### src/lwt_pkg.sv
// Purpose: Shared constants for the low-frequency-oscillator watchdog timer
// Assumes: 200 MHz system clock, 80 kHz low-frequency oscillator
// Notes: All command codes, field positions and reset values live here
// ==========================================================================
// Constants
package lwt_pkg;
  localparam logic [7:0] CTRL_ADDR = 8'h97;
  localparam logic [7:0] CTRL_RESET = 8'h17;
  localparam logic [7:0] CMD_RESTART = 8'hA5;
  localparam logic [7:0] CMD_DIS_FIRST = 8'hDE;
  localparam logic [7:0] CMD_DIS_SECOND = 8'hAD;
  localparam logic [7:0] CMD_LOCK = 8'hFF;
  localparam int CMD_BIT = 7;
  localparam int ACTIVE_BIT = 4;
  localparam int SEL_W = 3;
  localparam logic [2:0] SEL_RESET = 3'h7;
  localparam logic [2:0] DIS_WINDOW = 3'h4;
  localparam int SEL_BIAS = 3;
  localparam longint CLK_HZ = 200000000;
  localparam longint LFO_HZ = 80000;
  localparam int LFO_DIV = int'(CLK_HZ / LFO_HZ);
  localparam int CNT_W = 2 * (SEL_BIAS + 7) + 1;
endpackage

### src/lwt_watchdog_timer.sv
// Purpose: Watchdog timer with one 8-bit control register on the special
//   function register port, counting low-frequency oscillator periods
// Assumes: rst_b is the system reset; wdt_reset_q feeds the system reset
// Notes: Register writes take effect one clock after the strobe
// Contract
// Timeout counter advances on oscillator ticks, not system clocks.
// Overflow while active requests full system reset.
// Watchdog reset never drives the external reset pin.
// After reset: active, counting, longest interval, lockout cleared.
// While active, the oscillator is forced on.
// Writing 0xA5 activates the watchdog and clears the counter.
// Software writes 0xA5 often enough to avoid overflow.
// 0xDE then 0xAD within 4 clocks disables; later is ignored.
// Software blocks interrupts across the disable sequence.
// 0xFF sets lockout; disables ignored until next reset.
// 0xFF alone neither activates nor clears the counter.
// Software wanting permanent watchdog writes 0xFF at init.
// Timeout is oscillator period times 4 to the (field plus 3).
// Interval loads only from writes with bit 7 clear.
// Reads return the programmed interval in bits 2:0.
// Interval field reads 111b after reset.
// Read bit 4 shows the active state.
// Other bit-7 writes change nothing and break a pending disable.
`timescale 1ns/1ps
module lwt_watchdog_timer #(
  parameter int LFO_DIV = lwt_pkg::LFO_DIV
) (
  input wire logic clk, // System clock, 200 MHz
  input wire logic rst_b, // System reset, async, active low
  input wire logic [7:0] sfr_addr, // Register address
  input wire logic sfr_wr, // Write strobe, one cycle
  input wire logic sfr_rd, // Read strobe, one cycle
  input wire logic [7:0] sfr_wdata, // Write data
  input wire logic lfo_stop_req, // Other request to stop the oscillator
  output logic [7:0] sfr_rdata, // Read data, valid the cycle after sfr_rd
  output logic wdt_reset_q, // System reset request, held until reset
  output logic lfo_run_q, // Oscillator run enable
  output logic rst_pin_oe_q // External reset pin drive enable
);
  // ========================================================================
  // Checks
  generate
    if (LFO_DIV < 2) begin : g_bad_div
      $error("lwt_watchdog_timer: LFO_DIV must be at least 2");
    end
  endgenerate

  // ========================================================================
  // State
  logic active_q;
  logic locked_q;
  logic [lwt_pkg::SEL_W-1:0] sel_q;
  logic [2:0] arm_q;
  logic [lwt_pkg::CNT_W-1:0] count_q;
  logic tick;

  // ========================================================================
  // Oscillator tick
  lwt_tick_gen #(.DIV(LFO_DIV)) u_tick (
    .clk(clk),
    .rst_b(rst_b),
    .en(lfo_run_q),
    .tick(tick)
  );

  // ========================================================================
  // Write decode
  wire hit = (sfr_addr == lwt_pkg::CTRL_ADDR);
  wire wr = sfr_wr & hit;
  wire rd = sfr_rd & hit;
  wire wr_sel = wr & ~sfr_wdata[lwt_pkg::CMD_BIT];
  wire wr_restart = wr & (sfr_wdata == lwt_pkg::CMD_RESTART);
  wire wr_lock = wr & (sfr_wdata == lwt_pkg::CMD_LOCK);
  wire wr_first = wr & (sfr_wdata == lwt_pkg::CMD_DIS_FIRST);
  wire wr_second = wr & (sfr_wdata == lwt_pkg::CMD_DIS_SECOND);
  wire armed = (arm_q != 3'h0);
  wire do_disable = wr_second & armed & ~locked_q;

  // Terminal count is 4^(sel+3) ticks, i.e. 2^(2*(sel+3))
  wire [5:0] shift = 6'((int'(sel_q) + lwt_pkg::SEL_BIAS) * 2);
  wire [lwt_pkg::CNT_W-1:0] limit = (lwt_pkg::CNT_W)'(1) << shift;
  wire overflow = active_q & tick & (count_q == limit - 1'b1);

  wire [7:0] rd_value = {3'h0, active_q, 1'b0, sel_q};

  // ========================================================================
  // Control register
  always_ff @(posedge clk or negedge rst_b) begin
    if (!rst_b) begin
      active_q <= 1'b1;
      locked_q <= 1'b0;
      sel_q <= lwt_pkg::SEL_RESET;
    end else begin
      if (wr_restart) begin
        active_q <= 1'b1;
      end else if (do_disable) begin
        active_q <= 1'b0;
      end
      if (wr_lock) begin
        locked_q <= 1'b1;
      end
      if (wr_sel) begin
        sel_q <= sfr_wdata[lwt_pkg::SEL_W-1:0];
      end
    end
  end

  // Disable window: opens on the first code, any other write to this register closes it
  always_ff @(posedge clk or negedge rst_b) begin
    if (!rst_b) begin
      arm_q <= 3'h0;
    end else if (wr_first) begin
      arm_q <= lwt_pkg::DIS_WINDOW;
    end else if (wr) begin
      arm_q <= 3'h0;
    end else if (armed) begin
      arm_q <= arm_q - 3'h1;
    end
  end

  // ========================================================================
  // Timeout counter
  always_ff @(posedge clk or negedge rst_b) begin
    if (!rst_b) begin
      count_q <= '0;
    end else if (wr_restart || !active_q) begin
      count_q <= '0;
    end else if (tick && !wdt_reset_q) begin
      count_q <= count_q + 1'b1;
    end
  end

  // ========================================================================
  // Outputs
  always_ff @(posedge clk or negedge rst_b) begin
    if (!rst_b) begin
      wdt_reset_q <= 1'b0;
      lfo_run_q <= 1'b1;
      rst_pin_oe_q <= 1'b0;
      sfr_rdata <= lwt_pkg::CTRL_RESET;
    end else begin
      if (overflow) begin
        wdt_reset_q <= 1'b1;
      end
      lfo_run_q <= active_q | ~lfo_stop_req;
      rst_pin_oe_q <= 1'b0;
      if (rd) begin
        sfr_rdata <= rd_value;
      end
    end
  end
endmodule

### src/lwt_tick_gen.sv
// Purpose: Divider that turns the system clock into a one-cycle tick per
//   low-frequency oscillator period
// Assumes: DIV is the number of system clocks per oscillator period
// Notes: Tick runs only while enabled; phase restarts when disabled
`timescale 1ns/1ps
module lwt_tick_gen #(
  parameter int DIV = lwt_pkg::LFO_DIV
) (
  input wire logic clk, // System clock
  input wire logic rst_b, // Async reset, active low
  input wire logic en, // Oscillator running
  output logic tick // One-cycle tick per oscillator period
);
  // ========================================================================
  // Checks
  generate
    if (DIV < 2) begin : g_bad_div
      $error("lwt_tick_gen: DIV must be at least 2");
    end
  endgenerate

  // ========================================================================
  // Divider
  logic [$clog2(DIV)-1:0] div_q;
  wire div_wrap = (div_q == ($clog2(DIV))'(DIV - 1));

  always_ff @(posedge clk or negedge rst_b) begin
    if (!rst_b) begin
      div_q <= '0;
      tick <= 1'b0;
    end else begin
      tick <= en & div_wrap;
      if (!en || div_wrap) begin
        div_q <= '0;
      end else begin
        div_q <= div_q + 1'b1;
      end
    end
  end
endmodule

### config.mk
export PLATFORM = sky130hd
export DESIGN_NAME = lwt_watchdog_timer
export DESIGN_NICKNAME = d
export VERILOG_FILES = /design/src/lwt_pkg.sv /design/src/lwt_watchdog_timer.sv /design/src/lwt_tick_gen.sv
export SDC_FILE = /design/constraint.sdc
export NUM_CORES = 1
export LEC_CHECK = 0
export ABC_AREA = 1
export BUFFER_PORTS_ARGS = -buffer_cell sky130_fd_sc_hd__buf_2
export CORE_MARGIN = 2
export CORE_UTILIZATION = 35
export CTS_CLUSTER_DIAMETER = 50
export CTS_CLUSTER_SIZE = 8
export DETAILED_ROUTE_END_ITERATION = 10
export PLACE_DENSITY_LB_ADDON = 0.08
export SETUP_SLACK_MARGIN = 0.5
export SYNTH_ARGS = -nofsm -noshare
export SYNTH_HDL_FRONTEND = slang
export SYNTH_SLANG_ARGS = --single-unit
### constraint.sdc
create_clock -name clk -period 1.6 [get_ports clk]
set_clock_uncertainty 0.15 [all_clocks]
set_input_delay 0.24 -clock clk [delete_from_list [all_inputs] [get_ports clk]]
set_output_delay 0.24 -clock clk [all_outputs]
set_load 0.005 [all_outputs]
==> qor.txt <==
status: finished, violations left
failing checks: negative hold slack, negative setup slack
CTS max path bufs: 2
Routed WL: 9060 µm
leakage: 2.33 nW
sequential cell area fraction in the yosys report: 39.5%
Fin Hold WS: -319 ps
number of distinct library cells after synthesis: 33
Final Cycle Share: 104%
DP Area: 3590 µm²
Worst Setup SP: sel_q[2]
GRT overflow: 0
Max Slew Vio Count: 0
Die ar.: 9530 µm²
Final setup viols: 1
share of layout cells above drive strength 1: 56.1%
synth warn: 0
pwr/cell area: 582 nW/µm²
non-filler cells, final: 655
Root Driver: clkbuf_8
largest net degree at the start of global routing: 35
Min-Delay Path Class: input pin to asynchronous set/reset pin
Syn Area/Cell: 7.15 µm²
Critical Path RT: 1710 ps
fmax: 601 MHz
Place WS: -1.95 ps
clock insertion delay at the later pin of the skew report: 310 ps
startpoint types: flip-flop
Worst R2R Setup Slack: -60 ps
via/cell ratio: 4.86
TritonCTS clock tree: built
antenna cells: 0
CTS Hold Bufs: 1
Worst EP arrival: 1770 ps
FILL cells: 796
Setup CP Type: flip-flop to flip-flop
Die Ht: 97.6 µm
Die X-Extent: 97.6 µm
# IOs: 32
DR vias: 3181
Synth area leader: dfrtp_1
DR WL/cell: 13.8 µm
first drt pass iteration count: 4
vias in the first global route: 3192
antenna violations before repair: 0
Cell Rows: 34
Final Util: 57.3%
first-pass GRT wire length: 14900 µm
TritonCTS Sinks: 48
Initial DRC Count: 186
CTS clock-pin slew for the worst setup and hold paths: 110 ps
nets: 573
CP endpoint kind: flip-flop
Area Overhead vs Synth: 60.5%
max-cap violation count: 0
flops & latches, synth: 48
HPWL after DPL: 5740 µm
ranking of synthesized cells by area: dfrtp_1 (32%), nand2_1 (14%), nor2_1 (8.1%)
Worst Path Max Fanout: 5
Synth Cell Area: 3070 µm²
fin crit period: 1660 ps
Tot Pwr: 2.86 mW
VDD IR max: 592 µV
share of Yosys cell area claimed by the top area cell type: 31.8%
GPL Wtd Cong: 0.901
Reg2Reg Launch Point: sel_q[2]
Final TNS setup: -63.4 ps
Inst Count DP: 573
Core Region: 8590 µm²
CTS Buf Count: 5
R2R depth: 9
antenna viol nets, final: 0
cells after synthesis: 429
Setup WS post-layout: -63.4 ps
GRT Util Overall: 19.1%
initial core utilization: 35.7%
RSZ-0062 raised after global routing: yes
number of remaining DRC errors: 0
Final Hold Violating Endpoints: 14
H-tree levels: 2
IO Port Bufs: 26
fin area: 4920 µm²
## critical path, cell delays in order, from the launching register on
cell and delay, ps:
dfstp_2 620, buf_6 120, inv_1 90, nand3_1 100
nand2_1 60, nor2_1 90, nand2_1 70, nor2_2 110
nand3_1 100, nand2_1 90
## logic make-up after synthesis
logic type / synth area share (%)
xor+xnor: 3.14
other cells: 0.245
simple gates: 40.2
fa+ha+maj: 2.45
flops: 39.5
buf+inv: 8.69
compound gates: 5.79
## flip-flops by register name, indices dropped and copies added (netlist names)
name	count
count_q	21
u_tick.div_q	12
sfr_rdata	4
arm_q	3
sel_q	3
active_q	1
lfo_run_q	1
locked_q	1
u_tick.tick	1
wdt_reset_q	1
## worst paths after layout
check	endpoint
max in group asynchronous	sfr_rdata[4]
worst max register to register	wdt_reset_q
worst min-delay path	count_q[11]
worst min register to register	sfr_rdata[0]
min in group clk	arm_q[2]
worst max-delay path	wdt_reset_q
## synthesized netlist by cell type
cell type and instances:
nand2_1 114, nor2_1 66, inv_1 47, dfrtp_1 39
nand3_1 32, o21ai_0 18, a21oi_1 12, nor3_1 12
dfstp_2 9, buf_4 8, nand4_1 7, nor2_2 7
nor2_4 7, xor2_1 7, ha_1 6, nand2_2 5
nor3b_1 4, xnor2_1 4, buf_2 3, inv_2 3
nor3_2 3, nor4_1 3, conb_1 2, nand3b_1 2
a21oi_2 1, and3_4 1, clkbuf_1 1, nand2_4 1
nand3_2 1, nor3b_2 1, o21ai_1 1, o22ai_1 1
o31ai_1 1
## report_power, final
part | switching (mW) | total [mW] | leakage (nW) | internal (mW)
Combinational | 0.316 | 0.597 | 1.75 | 0.280
Sequential | 0.0435 | 1.32 | 0.527 | 1.28
Clock | 0.476 | 0.948 | 0.0548 | 0.472
## layout by cell type, fill, tap and decap left out, drive strengths merged
cell,count
nand3,33
inv,50
o22ai,1
nand3b,2
buf,114
nor3b,5
dfstp,9
clkinv,1
a21oi,13
nor4,3
bufinv,1
nand4,7
o31ai,1
dfrtp,39
clkbuf,5
nor2,80
nor3,15
xor2,7
nand2,122
clkinvlp,1
and3,1
dlygate4sd3,1
xnor2,4
ha,6
conb,7
o21ai,19
## final cells by class
| class | instances | area (µm²) | share of cell area (%) |
|---|---|---|---|
| Tap cell | 108 | 135 | 2.74 |
| Sequential cell | 48 | 1230 | 24.9 |
| Timing Repair Buffer | 115 | 915 | 18.6 |
| Clock inverter | 3 | 46.3 | 0.940 |
| Inverter | 50 | 220 | 4.47 |
| Multi-Input combinational cell | 326 | 2310 | 47.0 |
| Clock buffer | 5 | 68.8 | 1.40 |
## routing by layer
metal	track usage [%]	vias up	wire, µm
met5	0	-	0
met4	5.56	0	191
met3	2.52	19	261
met2	33.4	71	4690
met1	24.7	1497	3910
li1	-	1594	-
## what timing repair did
action | CTS | global route
setup buffers | 44 | 27
pin swaps | 37 | 57
resized for setup | 64 | 121
endpoints found under the setup margin | 47 | 52
hold endpoints to repair | 16 | 14
gates cloned | 2 | 0
No activity file was read; power rests on OpenSTA's default activity.
